--- src/wdt_cfg.svh ---
// watchdog constants: offsets, field positions, reset values, timing counts
`ifndef WDT_CFG_SVH
`define WDT_CFG_SVH
`define WDT_CLEAR_OFF 16'hffff
`define WDT_CONFIG_OFF 16'h0000
`define WDT_STATUS_OFF 16'h0004
`define WDT_VECTOR_OFF 16'h0008
`define WDT_CLEAR_ADDR 32'h0003fffc
`define WDT_CONFIG_ADDR 32'h00000000
`define WDT_STATUS_ADDR 32'h00000004
`define WDT_VECTOR_ADDR 32'h00000008
`define WDT_CFG_RATE_BIT 0
`define WDT_CFG_DIS_BIT 1
`define WDT_CFG_STOPDIS_BIT 2
`define WDT_CFG_RESET 8'h00
`define WDT_VECTOR_RESET 8'h00
`define WDT_PRE_BITS 12
`define WDT_CNT_BITS 6
`define WDT_PRE_KEEP 4
`define WDT_RST_PULSE 32
`define WDT_POR_DELAY 4096
`endif

--- src/wdt_pkg.sv ---
// watchdog types
package wdt_pkg;
  typedef struct packed {
    logic stop_disable;
    logic watchdog_disable;
    logic timeout_rate_select;
  } wdt_cfg_t;
  typedef struct packed {
    logic illegal_stop;
    logic watchdog_reset;
  } wdt_src_t;
  typedef struct packed {
    logic stop_exec;
    logic stop_mode;
    logic vector_fetch;
    logic internal_reset;
    logic monitor_mode;
    logic monitor_blank;
    logic break_state;
    logic tst_on_rst;
    logic tst_on_irq;
  } wdt_sys_t;
  typedef enum logic [1:0] {
    WDT_IDLE,
    WDT_PULSE
  } wdt_state_t;
endpackage

--- src/wdt_prescaler.sv ---
// 12-bit prescaler with stage-selective clear
`timescale 1ns/1ns
`default_nettype none
`include "wdt_cfg.svh"
module wdt_prescaler
  import wdt_pkg::*;
#(
  parameter int PRE_BITS = `WDT_PRE_BITS
)
(
  input wire logic pclk,
  input wire logic presetn,
  input wire logic run,
  input wire logic clr_all,
  input wire logic clr_upper,
  output logic [PRE_BITS-1:0] count,
  output logic wrap
);
  logic [PRE_BITS-1:0] count_r;
  assign count = count_r;
  assign wrap = run && (&count_r) && !clr_all && !clr_upper;

  always_ff @(posedge pclk or negedge presetn)
  begin
    if (!presetn)
      count_r <= '0;
    else if (clr_all)
      count_r <= '0;
    else if (clr_upper)
      // stages 12..5 cleared, low four bits kept
      count_r <= {{(PRE_BITS-`WDT_PRE_KEEP){1'b0}},
                  count_r[`WDT_PRE_KEEP-1:0]};
    else if (run)
      count_r <= count_r + 1'b1;
  end
endmodule
`default_nettype wire

--- src/wdt_counter.sv ---
// 6-bit watchdog counter advanced by prescaler taps
`timescale 1ns/1ns
`default_nettype none
`include "wdt_cfg.svh"
module wdt_counter
  import wdt_pkg::*;
#(
  parameter int CNT_BITS = `WDT_CNT_BITS
)
(
  input wire logic pclk,
  input wire logic presetn,
  input wire logic tick,
  input wire logic clr,
  output logic overflow
);
  logic [CNT_BITS-1:0] cnt_r;
  assign overflow = tick && (&cnt_r) && !clr;

  always_ff @(posedge pclk or negedge presetn)
  begin
    if (!presetn)
      cnt_r <= '0;
    else if (clr)
      cnt_r <= '0;
    else if (tick)
      cnt_r <= cnt_r + 1'b1;
  end
endmodule
`default_nettype wire

--- src/wdt_top.sv ---
// watchdog top: apb registers, timeout, reset pulse, disable logic
//
// Summary of operation
// - 6-bit counter fed by 12-bit prescaler overflow, or by its low 7-bit tap with rate select set
// - timeout set by rate select; reset clears it
// - uncleared overflow raises system reset
// - clear write zeroes counter, prescaler stages 12..5
// - clear location reads reset vector low byte
// - reset pin low 32 cycles, source flag set
// - watchdog runs on undivided crystal clock
// - stop clears prescaler, clock gated in stop
// - prescaler cleared 4096 cycles after power-up
// - internal reset clears prescaler and counter
// - reset vector fetch clears prescaler
// - disable bit set means never a watchdog reset; illegal stop reset still works
// - monitor mode test voltage holds watchdog off
// - blank-vector monitor entry disables until power-on
// - break with test voltage on reset disables
// - watchdog keeps counting during wait mode
// - stop disabled makes stop an illegal-opcode reset
// - no cpu interrupt, only system reset
//
// Our own choice: the APB interface to the registers.
`timescale 1ns/1ns
`default_nettype none
`include "wdt_cfg.svh"
module wdt_top
  import wdt_pkg::*;
#(
  parameter int PRE_BITS = `WDT_PRE_BITS,
  parameter int CNT_BITS = `WDT_CNT_BITS,
  parameter int POR_DELAY = `WDT_POR_DELAY
)
(
  input wire logic pclk,
  input wire logic presetn,
  input wire logic psel,
  input wire logic penable,
  input wire logic pwrite,
  input wire logic [31:0] paddr,
  input wire logic [31:0] pwdata,
  input wire logic [3:0] pstrb,
  output logic [31:0] prdata,
  output logic pready,
  output logic pslverr,
  input wire wdt_sys_t sys_in,
  output logic sys_reset_n,
  output logic illegal_stop_reset
);
  localparam int PULSE_W = $clog2(`WDT_RST_PULSE + 1);
  localparam int POR_W = $clog2(POR_DELAY + 1);
  localparam int CFG_W = $bits(wdt_cfg_t);

  wdt_cfg_t cfg_r;
  wdt_src_t src_r;
  logic [7:0] vector_lo_r;
  logic [31:0] prdata_r;
  logic pready_r;
  logic pslverr_r;
  logic sys_reset_n_r;
  logic illegal_r;
  logic blank_lock_r;
  logic [POR_W-1:0] por_cnt_r;
  logic por_done_r;
  logic por_clr;
  wdt_state_t state_r;
  logic [PULSE_W-1:0] pulse_r;
  logic [PRE_BITS-1:0] pre_count;
  logic pre_wrap;
  logic cnt_tick;
  logic overflow;
  logic disabled;
  logic run;
  logic clr_write;
  logic pre_clr_all;
  logic cnt_clr;
  logic setup;
  logic access;
  logic wr;
  logic rd;

  assign setup = psel && !penable;
  assign access = psel && penable && pready_r;
  assign wr = access && pwrite;
  assign rd = access && !pwrite;
  assign clr_write = wr && (paddr == `WDT_CLEAR_ADDR);

  // test voltage dominates while present; blank entry sticks to power-on
  assign disabled = cfg_r.watchdog_disable
    || (sys_in.monitor_mode
      && (sys_in.tst_on_rst || sys_in.tst_on_irq))
    || blank_lock_r
    || (sys_in.break_state && sys_in.tst_on_rst);
  // wait mode is not an input: counting goes on through it
  assign run = !disabled && !sys_in.stop_mode;
  assign pre_clr_all = sys_in.stop_exec || sys_in.stop_mode
    || sys_in.internal_reset
    || sys_in.vector_fetch
    || por_clr
    || disabled;
  assign cnt_clr = clr_write || sys_in.internal_reset || disabled;

  // rate select picks the tap: 2^18-2^4 or 2^13-2^4 crystal cycles
  assign cnt_tick = cfg_r.timeout_rate_select ?
    (run && (&pre_count[6:0]) && !pre_clr_all && !clr_write) :
    (pre_wrap && !pre_clr_all);

  wdt_prescaler #(.PRE_BITS(PRE_BITS)) u_pre (
    .pclk(pclk),
    .presetn(presetn),
    .run(run),
    .clr_all(pre_clr_all),
    .clr_upper(clr_write),
    .count(pre_count),
    .wrap(pre_wrap)
  );

  wdt_counter #(.CNT_BITS(CNT_BITS)) u_cnt (
    .pclk(pclk),
    .presetn(presetn),
    .tick(cnt_tick),
    .clr(cnt_clr),
    .overflow(overflow)
  );

  // power-on delay before the one-time prescaler clear
  always_ff @(posedge pclk or negedge presetn)
  begin
    if (!presetn)
    begin
      por_cnt_r <= '0;
      por_done_r <= 1'b0;
    end
    else if (!por_done_r)
    begin
      por_cnt_r <= por_cnt_r + 1'b1;
      if (por_cnt_r == POR_W'(POR_DELAY - 1))
        por_done_r <= 1'b1;
    end
  end
  assign por_clr = !por_done_r && (por_cnt_r == POR_W'(POR_DELAY - 1));

  // presetn stands for power-on here: only it releases the blank lock
  always_ff @(posedge pclk or negedge presetn)
  begin
    if (!presetn)
      blank_lock_r <= 1'b0;
    else if (sys_in.monitor_blank && !sys_in.tst_on_irq)
      blank_lock_r <= 1'b1;
  end

  // reset pulse generator
  always_ff @(posedge pclk or negedge presetn)
  begin
    if (!presetn)
    begin
      state_r <= WDT_IDLE;
      pulse_r <= '0;
      sys_reset_n_r <= 1'b1;
    end
    else
    begin
      case (state_r)
        WDT_IDLE:
        begin
          if (overflow)
          begin
            state_r <= WDT_PULSE;
            pulse_r <= PULSE_W'(`WDT_RST_PULSE - 1);
            sys_reset_n_r <= 1'b0;
          end
        end
        WDT_PULSE:
        begin
          if (pulse_r == '0)
          begin
            state_r <= WDT_IDLE;
            sys_reset_n_r <= 1'b1;
          end
          else
            pulse_r <= pulse_r - 1'b1;
        end
        default:
        begin
          state_r <= WDT_IDLE;
          sys_reset_n_r <= 1'b1;
        end
      endcase
    end
  end

  // stop instruction with stop disabled: one-cycle illegal reset
  always_ff @(posedge pclk or negedge presetn)
  begin
    if (!presetn)
      illegal_r <= 1'b0;
    else
      illegal_r <= sys_in.stop_exec && cfg_r.stop_disable;
  end

  // configuration and vector image writes
  always_ff @(posedge pclk or negedge presetn)
  begin
    if (!presetn)
    begin
      cfg_r <= wdt_cfg_t'(CFG_W'(`WDT_CFG_RESET));
      vector_lo_r <= `WDT_VECTOR_RESET;
    end
    else if (wr && pstrb[0])
    begin
      if (paddr == `WDT_CONFIG_ADDR)
      begin
        cfg_r.timeout_rate_select <= pwdata[`WDT_CFG_RATE_BIT];
        cfg_r.watchdog_disable <= pwdata[`WDT_CFG_DIS_BIT];
        cfg_r.stop_disable <= pwdata[`WDT_CFG_STOPDIS_BIT];
      end
      else if (paddr == `WDT_VECTOR_ADDR)
        vector_lo_r <= pwdata[7:0];
    end
  end

  // sticky reset sources; a new event wins over a same-cycle clear
  always_ff @(posedge pclk or negedge presetn)
  begin
    if (!presetn)
      src_r <= '0;
    else
    begin
      if (wr && pstrb[0] && paddr == `WDT_STATUS_ADDR)
      begin
        if (pwdata[0])
          src_r.watchdog_reset <= 1'b0;
        if (pwdata[1])
          src_r.illegal_stop <= 1'b0;
      end
      if (state_r == WDT_IDLE && overflow)
        src_r.watchdog_reset <= 1'b1;
      if (sys_in.stop_exec && cfg_r.stop_disable)
        src_r.illegal_stop <= 1'b1;
    end
  end

  // apb answer: one wait-free access phase
  always_ff @(posedge pclk or negedge presetn)
  begin
    if (!presetn)
    begin
      pready_r <= 1'b0;
      pslverr_r <= 1'b0;
      prdata_r <= '0;
    end
    else
    begin
      pready_r <= setup;
      pslverr_r <= 1'b0;
      if (setup)
      begin
        prdata_r <= '0;
        case (paddr)
          `WDT_CLEAR_ADDR:
            prdata_r <= {24'h000000, vector_lo_r};
          `WDT_CONFIG_ADDR:
            prdata_r <= {29'h00000000, cfg_r};
          `WDT_STATUS_ADDR:
            prdata_r <= {30'h00000000, src_r};
          `WDT_VECTOR_ADDR:
            prdata_r <= {24'h000000, vector_lo_r};
          default:
            pslverr_r <= 1'b1;
        endcase
      end
    end
  end

  assign prdata = prdata_r;
  assign pready = pready_r;
  assign pslverr = pslverr_r;
  // no interrupt output exists; reset is the only action
  assign sys_reset_n = sys_reset_n_r;
  assign illegal_stop_reset = illegal_r;

  a_pulse_width: assert property (@(posedge pclk)
    disable iff (!presetn) $fell(sys_reset_n_r) |-> !sys_reset_n_r [*8]
    ##24 !sys_reset_n_r ##1 sys_reset_n_r)
    else $error("reset pulse width wrong");
  a_overflow_reset: assert property (@(posedge pclk)
    disable iff (!presetn) (overflow && state_r == WDT_IDLE) |=>
    !sys_reset_n_r)
    else $error("overflow gave no reset");
  a_disable_quiet: assert property (@(posedge pclk)
    disable iff (!presetn) cfg_r.watchdog_disable |-> !overflow)
    else $error("disabled watchdog overflowed");
  a_flag_sets: assert property (@(posedge pclk)
    disable iff (!presetn) $fell(sys_reset_n_r) |-> src_r.watchdog_reset)
    else $error("source flag not set");
  a_clear_read: assert property (@(posedge pclk)
    disable iff (!presetn) (setup && !pwrite && paddr == `WDT_CLEAR_ADDR)
    |=> prdata_r[7:0] == $past(vector_lo_r))
    else $error("clear location read wrong");
  a_monitor_off: assert property (@(posedge pclk)
    disable iff (!presetn) (sys_in.monitor_mode && sys_in.tst_on_irq)
    |-> !cnt_tick)
    else $error("monitor did not hold");
  a_break_off: assert property (@(posedge pclk)
    disable iff (!presetn) (sys_in.break_state && sys_in.tst_on_rst)
    |-> !run)
    else $error("break did not disable");
  a_illegal_stop: assert property (@(posedge pclk)
    disable iff (!presetn) (sys_in.stop_exec && cfg_r.stop_disable)
    |=> illegal_r)
    else $error("illegal stop missed");
  a_clear_wr: assert property (@(posedge pclk)
    disable iff (!presetn) clr_write |=> pre_count[11:4] == 8'h00)
    else $error("clear write left prescaler");
  a_blank_lock: assert property (@(posedge pclk)
    disable iff (!presetn) blank_lock_r |=> blank_lock_r && disabled)
    else $error("blank lock released");
  a_pulse_hold: assert property (@(posedge pclk)
    disable iff (!presetn) state_r == WDT_PULSE |-> !sys_reset_n_r)
    else $error("reset pin rose during pulse");
  a_fast_tap: assert property (@(posedge pclk)
    disable iff (!presetn) (cfg_r.timeout_rate_select && cnt_tick)
    |-> pre_count[6:0] == 7'h7f)
    else $error("fast rate tick off tap");
  // power-on, vector fetch, internal reset and disable clears must leave a full period behind them
  a_por_clear: assert property (@(posedge pclk)
    disable iff (!presetn) por_clr |=> pre_count == '0)
    else $error("power-on clear missed");
  a_vector_clear: assert property (@(posedge pclk)
    disable iff (!presetn) sys_in.vector_fetch |=> pre_count == '0)
    else $error("vector fetch left prescaler");
  a_ireset_clear: assert property (@(posedge pclk)
    disable iff (!presetn) sys_in.internal_reset |=>
    pre_count == '0 && u_cnt.cnt_r == '0)
    else $error("internal reset left counts");
  a_off_cleared: assert property (@(posedge pclk)
    disable iff (!presetn) disabled |=> pre_count == '0 && u_cnt.cnt_r == '0)
    else $error("disabled watchdog kept counts");
  c_timeout: cover property (@(posedge pclk) disable iff (!presetn)
    $fell(sys_reset_n_r));
  c_clear: cover property (@(posedge pclk) disable iff (!presetn)
    clr_write);
  c_fast_rate: cover property (@(posedge pclk) disable iff (!presetn)
    cfg_r.timeout_rate_select && overflow);
  c_break_hold: cover property (@(posedge pclk) disable iff (!presetn)
    sys_in.break_state && sys_in.tst_on_rst);
  c_blank_lock: cover property (@(posedge pclk) disable iff (!presetn)
    $rose(blank_lock_r));
endmodule
`default_nettype wire

--- config.mk ---
export PLATFORM = sky130hd
export DESIGN_NAME = wdt_top
export DESIGN_NICKNAME = d
export VERILOG_FILES = /design/src/wdt_pkg.sv /design/src/wdt_prescaler.sv /design/src/wdt_counter.sv /design/src/wdt_top.sv
export VERILOG_INCLUDE_DIRS = /design/src
export SDC_FILE = /design/constraint.sdc
export NUM_CORES = 1
export LEC_CHECK = 0
export ABC_AREA = 1
export BUFFER_PORTS_ARGS = -buffer_cell sky130_fd_sc_hd__clkbuf_2
export CORE_MARGIN = 4
export CORE_UTILIZATION = 40
export DETAILED_ROUTE_END_ITERATION = 10
export PLACE_DENSITY = 0.76
export SYNTH_ARGS = -nofsm -noshare
export SYNTH_HDL_FRONTEND = slang
export SYNTH_SLANG_ARGS = --single-unit
--- constraint.sdc ---
create_clock -name pclk -period 1.9 [get_ports pclk]
set_clock_uncertainty 0.2 [all_clocks]
set_input_delay 0 -clock pclk [delete_from_list [all_inputs] [get_ports pclk]]
set_output_delay 0 -clock pclk [all_outputs]
set_load 0.01 [all_outputs]
# Word level (Yosys, flattened, before mapping)
# Index checks and enable logic that the tools add are counted.
[totals]
register_bits = 90
out_inout_bits = 36
wordCells = 123
[op_classes]
addsub = 4
eq_ne = 9
muxes = 25
bitwise = 1
n_reduce_logical = 65
[ops]
columns = ["op", "count"]
rows = [
  ["2-to-1 mux 12 bit", 3],
  ["equality test 32 x 18 -> 1 bit (second input constant)", 1],
  ["equality test 32 x 3 -> 1 bit (second input constant)", 1],
  ["equality test 32 x 4 -> 1 bit (second input constant)", 1],
  ["logical NOT 32 bit", 1],
  ["2-to-1 mux 6 bit", 4],
  ["case mux 8 bit (3 select lines)", 1],
  ["logical AND 1 bit", 23],
  ["nonzero test 2 bit", 7],
  ["adder 13 x 1 -> 13 bit (second input constant)", 1],
  ["equality test 13 x 12 -> 1 bit (second input constant)", 1],
  ["adder 12 x 1 -> 12 bit (second input constant)", 1],
  ["case mux 6 bit (2 select lines)", 1],
  ["AND reduction 12 bit", 1],
  ["logical OR 1 bit", 11],
  ["2-to-1 mux 1 bit", 11],
  ["AND reduction 2 bit", 5],
  ["logical NOT 1 bit", 8],
  ["AND reduction 7 bit", 1],
  ["adder 6 x 1 -> 6 bit (second input constant)", 1],
  ["logical NOT 6 bit", 1],
  ["2-to-1 mux 2 bit", 3],
  ["!= test 2 bit (second input constant)", 3],
  ["AND reduction 3 bit", 2],
  ["other kinds (11)", 11],
]

# Logic depth before layout (Yosys ltp)
[logic_depth]
word_depth = 17
mapped_depth = 14
ltp_nobuf = 14

# Hierarchy
# A second synthesis with hierarchy kept.
[hier_totals]
cells_unflattened = 527
area_unflattened_um2 = 3854.9
[modules_own_cells]
columns = ["module", "instances", "cells_per_inst", "area_each_um2", "seq_area_each_um2"]
rows = [
  ["wdt_top", 1, 380, 2773.9, 1177.4],
  ["wdt_prescaler", 1, 107, 765.7, 300.3],
  ["wdt_counter", 1, 40, 315.3, 150.1],
]

# Worst setup path after synthesis
# Ideal clock, no wire load.
[synth_timing]
path_kind = "reg-to-reg"
from = "register por_cnt_r[0]"
to = "register u_cnt.cnt_r[0]"
setup_ns = 0.117
arrival_time_ns = 1.449
t_required_ns = 1.583
slack_ns = 0.135
stages_incl_launch_ff = 14
path_buffers = 0
synth_period_minus_slack_ns = 1.765
path_cell_list = "dfrtp_1 > ha_1 > nand3_1 > nor2_1 > nand3_1 > nand2_1 > inv_2 > nand2_4 > inv_4 > nand3_1 > nand2_2 > inv_2 > nand2_1 > nand2_1"
[synth_via]
elab_chain_len = 10
elab_cells_between_ends = 12
classes_between = "eq/ne: 1; mux: 1; reduce/logical: 10"
[synth_rtl]
columns = ["element", "line", "source"]
rows = [
  ["start: declaration", "wdt_top.sv:63", "logic [POR_W-1:0] por_cnt_r;"],
  ["start signal: assignment", "wdt_top.sv:136", "por_cnt_r <= por_cnt_r + 1'b1;"],
  ["equality test 13 x 12 -> 1 bit (*)", "wdt_top.sv:141", "assign por_clr = !por_done_r && (por_cnt_r == POR_W'(POR_DELAY - 1));"],
  ["logical AND 1 bit (*)", "wdt_top.sv:141", ""],
  ["logical OR 1 bit (*)", "wdt_top.sv:99", "|| por_clr"],
  ["logical OR 1 bit (*)", "wdt_top.sv:100", "|| disabled;"],
  ["logical NOT 1 bit (*)", "wdt_prescaler.sv:21, wdt_top.sv:105, wdt_top.sv:106", ""],
  ["logical AND 1 bit (2 in a row)", "wdt_prescaler.sv:21", "assign wrap = run && (&count_r) && !clr_all && !clr_upper;"],
  ["logical AND 1 bit", "wdt_top.sv:106", "(pre_wrap && !pre_clr_all);"],
  ["2-to-1 mux 1 bit (*)", "wdt_top.sv:104", "assign cnt_tick = cfg_r.timeout_rate_select ?"],
  ["nonzero test 2 bit (no source line) (*)", "--", ""],
  ["end signal: assignment", "wdt_counter.sv:27", "cnt_r <= cnt_r + 1'b1;"],
  ["end: declaration", "wdt_counter.sv:17", "logic [CNT_BITS-1:0] cnt_r;"],
]
# Mark *: on every way between the ends. The rest lies on a longest branch, timed or not.
# A chain may end at the register's enable or synchronous reset.

# Worst setup path in the final report
[layout_timing]
from = "register por_cnt_r[1]"
to = "register u_cnt.cnt_r[5]"
# The elaborated chain is that of the path after synthesis.

==> summary.md <==
| Metric | Value |
|---|---|
| Max Freq | 0.528 GHz |
| Root Buffer | clkbuf_8 |
| Core area | 8850 um^2 |
| CTS Buf Count | 9 |
| # setup viols final | 0 |
| Vias in the first global route | 3320 |
| Crit-path max cell delay | 0.36 ns |
| Outcome | complete, but fails checks |
| Syn Area/Cell | 7.59 um^2 |
| H-tree depth | 3 |
| Reg2reg end | u_cnt.cnt_r[5]$_DFFE_PN0P_ |
| Post-DP Area | 4180 um^2 |
| Largest net degree at the start of global routing | 66 |
| Initial Utilization | 41.8% |
| Most common cell on crit path | nand3_2 |
| Synth Flop Type | dfrtp_1 |
| Worst Path Arrival | 1.94 ns |
| Seq cells post-synth | 65 |
| Antenna diodes | 0 |
| Routability congestion estimate | 0.857 |
| Reg2reg setup slack | 0.007 ns |
| Residual DRC | 0 |
| TritonCTS Sinks | 65 |
| DRT Pass-1 Iters | 4 |
| Routed length per instance | 12.1 um |
| Worst path cell trace | ha_2 > nand3_2 > nor2_2 > nand3_2 > nand2_2 > inv_4 > nand2_4 > inv_4 > nand3_2 > nand2_4 > buf_4 > nand2_1 > nand2_1 |
| Final worst path period share | 99.6% |
| Clk Latency, worst-skew pair | 0.35 ns |
| Netlist cell types | 37 |
| Leakage | 2.67 nW |
| Area added between synthesis and finish | 31.1% |
| Cells after synthesis | 488 |
| Dpl cells | 673 |
| CTS Buffer Depth | 2 |
| Layout cell share with drive strength beyond 1 | 25.3% |
| Violated checks | negative hold slack |
| Slowest-stage cell, CP | dfrtp_1 |
| Cell Pwr Density | 542 nW/um^2 |
| Register area share after synthesis | 44.0% |
| Post-DP HPWL | 6210 um |
| Die height | 104 um |
| Post-Route WL | 8860 um |
| Post-layout minimum cycle time | 1.89 ns |
| Total gr overflow | 0 |
| Warnings from Yosys | 0 |
| DIE WIDTH | 104 um |
| Vias | 3506 |
| Final core occ | 54.9% |
| Vias per cell | 4.79 |
| Worst hold slack | -0.0106 ns |
| Initial antenna violation count | 0 |
| IO Pins | 118 |
| Filler cells | 788 |
| Max_cap viols | 0 |
| Final std cells w/o fill | 732 |
| Crit path launch type | flop |
| Hold Path Class | input pin to asynchronous set/reset pin |
| Endpoints failing hold | 8 |
| Max VDD drop | 0.000308 V |
| DRT antenna net count | 0 |
| Global-route wire length before repair | 14600 um |
| Crit Path Category | flop to flop |
| Worst endpoint required time | 1.94 ns |
| Worst reg2reg path depth | 13 |
| Design area | 4850 um^2 |
| CP max FO | 5 |
| Mapped cell area | 3700 um^2 |
| NumNets Final | 706 |
| Place WS | -0.0165 ns |
| PnR worst setup slack | 0.00680 ns |
| Max Slew Vio Count | 0 |
| R2r startpoint | por_cnt_r[1]$_DFFE_PN0N_ |
| First-iteration detailed-routing DRC count | 189 |
| Clk slew on worst S/H paths | 0.08 ns |
| Fraction of registers with async set/reset | 100% |
| TritonCTS clock tree | yes |
| Worst Setup End Kind | flop |
| EDFF count, synth | 0 |
| I/O Buffers | 66 |
| Die ar. | 10900 um^2 |
| Gr usage total | 16.3% |
| Placement Rows | 34 |
| RSZ-0062 raised after global routing | true |
## stage by stage
| step | total power [mW] | TNS, ns | hold WS (ns) |
|---|---|---|---|
| 4_1_cts | 2.67 | 0 | 0.00534 |
| 5_1_grt | 2.76 | -1.36 | 0.0264 |
| 2_1_floorplan | 1.51 | 0 | -0.496 |
| 6_report | 2.63 | 0 | -0.0106 |
| 3_5_place_dp | 1.59 | -0.110 | -0.153 |
| 3_3_place_gp | 1.58 | 0 | -0.156 |
## cells by family (layout without fill, tap and decap cells)
kind of cell	count (synthesis)	in the layout	share of synthesized area [%]
AND/OR/NAND/NOR	288	289	35.5
buffers and inverters	91	203	11.7
flip-flops	65	65	44.0
AO/OA/AOI/OAI	23	23	3.52
XOR/XNOR	15	15	3.55
adder cells (fa/ha/maj)	5	5	1.69
other	1	24	0.101
## layout make-up
type / count / area (um^2) / area share, %
well taps: 108 / 135 / 2.78
flip-flops and latches: 65 / 1630 / 33.5
inverters: 66 / 253 / 5.21
clock buffers: 9 / 124 / 2.55
repair buffers: 121 / 831 / 17.1
multi-input cells: 356 / 1840 / 37.8
clock inverters: 7 / 47.5 / 0.979
## worst max path at each step
stage                                  start                         end  slack, ns  cells after the start
global route            cfg_r[1]$_DFFE_PN0P_      pulse_r[5]$_DFFE_PN0P_      -0.12                     13
finish              por_cnt_r[1]$_DFFE_PN0N_  u_cnt.cnt_r[5]$_DFFE_PN0P_      0.007                     13
global placement        cfg_r[1]$_DFFE_PN0P_  u_cnt.cnt_r[2]$_DFFE_PN0P_       0.03                     14
floorplan           por_cnt_r[0]$_DFFE_PN0N_  u_cnt.cnt_r[0]$_DFFE_PN0P_       0.13                     13
detailed placement  por_cnt_r[1]$_DFFE_PN0N_  u_cnt.cnt_r[2]$_DFFE_PN0P_      -0.02                     13
CTS                     cfg_r[1]$_DFFE_PN0P_  u_cnt.cnt_r[4]$_DFFE_PN0P_      0.004                     14
## worst max-delay path, delay by kind of cell, from the launching register on
| kind | cells | cell delay (ns) |
|---|---|---|
| simple gates | 9 | 0.79 |
| flops | 1 | 0.36 |
| fa+ha+maj | 1 | 0.21 |
| buf+inv | 3 | 0.23 |
## metal layers
metal	share of wire, %	track usage, %	wire [um]	vias up
met4	2.4	6.84	217	0
met1	43	20.0	3770	1635
met3	5.8	4.84	512	23
met5	0	0	0	-
li1	-	-	-	1745
met2	49	26.6	4360	103
## registers in the layout, summed over array words and instances, names as in the netlist, 2 cells and up
name	flops
por_cnt_r	13
u_pre.count	12
prdata	8
vector_lo_r	8
pulse_r	6
u_cnt.cnt_r	6
cfg_r	3
src_r	2
## placed cells by master (no fill, tap or decap), drive strengths merged
cell,synthesis,final
nor3,19,19
inv,65,65
dlygate4sd3,0,27
conb,1,24
dfstp,1,1
nand3b,3,3
dfrtp,64,64
buf,24,28
clkinvlp,0,2
clkbuf,1,75
nor3b,3,3
nor2,56,56
o21ai,14,14
nand2,157,158
o22ai,1,1
xor2,14,14
a21o,1,1
nor4,1,1
nand4,10,10
or2,5,5
nand3,34,34
clkinv,1,6
o21bai,1,1
a21oi,4,4
a31oi,1,1
o221a,1,1
xnor2,1,1
ha,5,5
## synth_stat cells (all sizes together), types with 3 or more instances
cell type | count | area share, %
a21oi | 4 | 0.54
buf | 24 | 4.9
dfrtp | 64 | 43
ha | 5 | 1.7
inv | 65 | 6.7
nand2 | 157 | 17
nand3 | 34 | 4.9
nand3b | 3 | 0.61
nand4 | 10 | 1.7
nor2 | 56 | 6.2
nor3 | 19 | 3.7
nor3b | 3 | 0.61
o21ai | 14 | 1.9
or2 | 5 | 0.84
xor2 | 14 | 3.3
## report_power, final
group	switching (mW)	internal (mW)
clock	0.558	0.469
combinational	0.123	0.0968
sequential	0.000994	1.38
total	0.682	1.95
## timing repair
action                     CTS  global route
resized for setup            4            25
hold buffers                27             0
hold endpoints to repair    98             0
pin swaps                    1             8
setup endpoints to repair   10            36
buffers inserted             4            11
gates cloned                 0             1
Note: power is estimated with default switching activity, not from simulation.
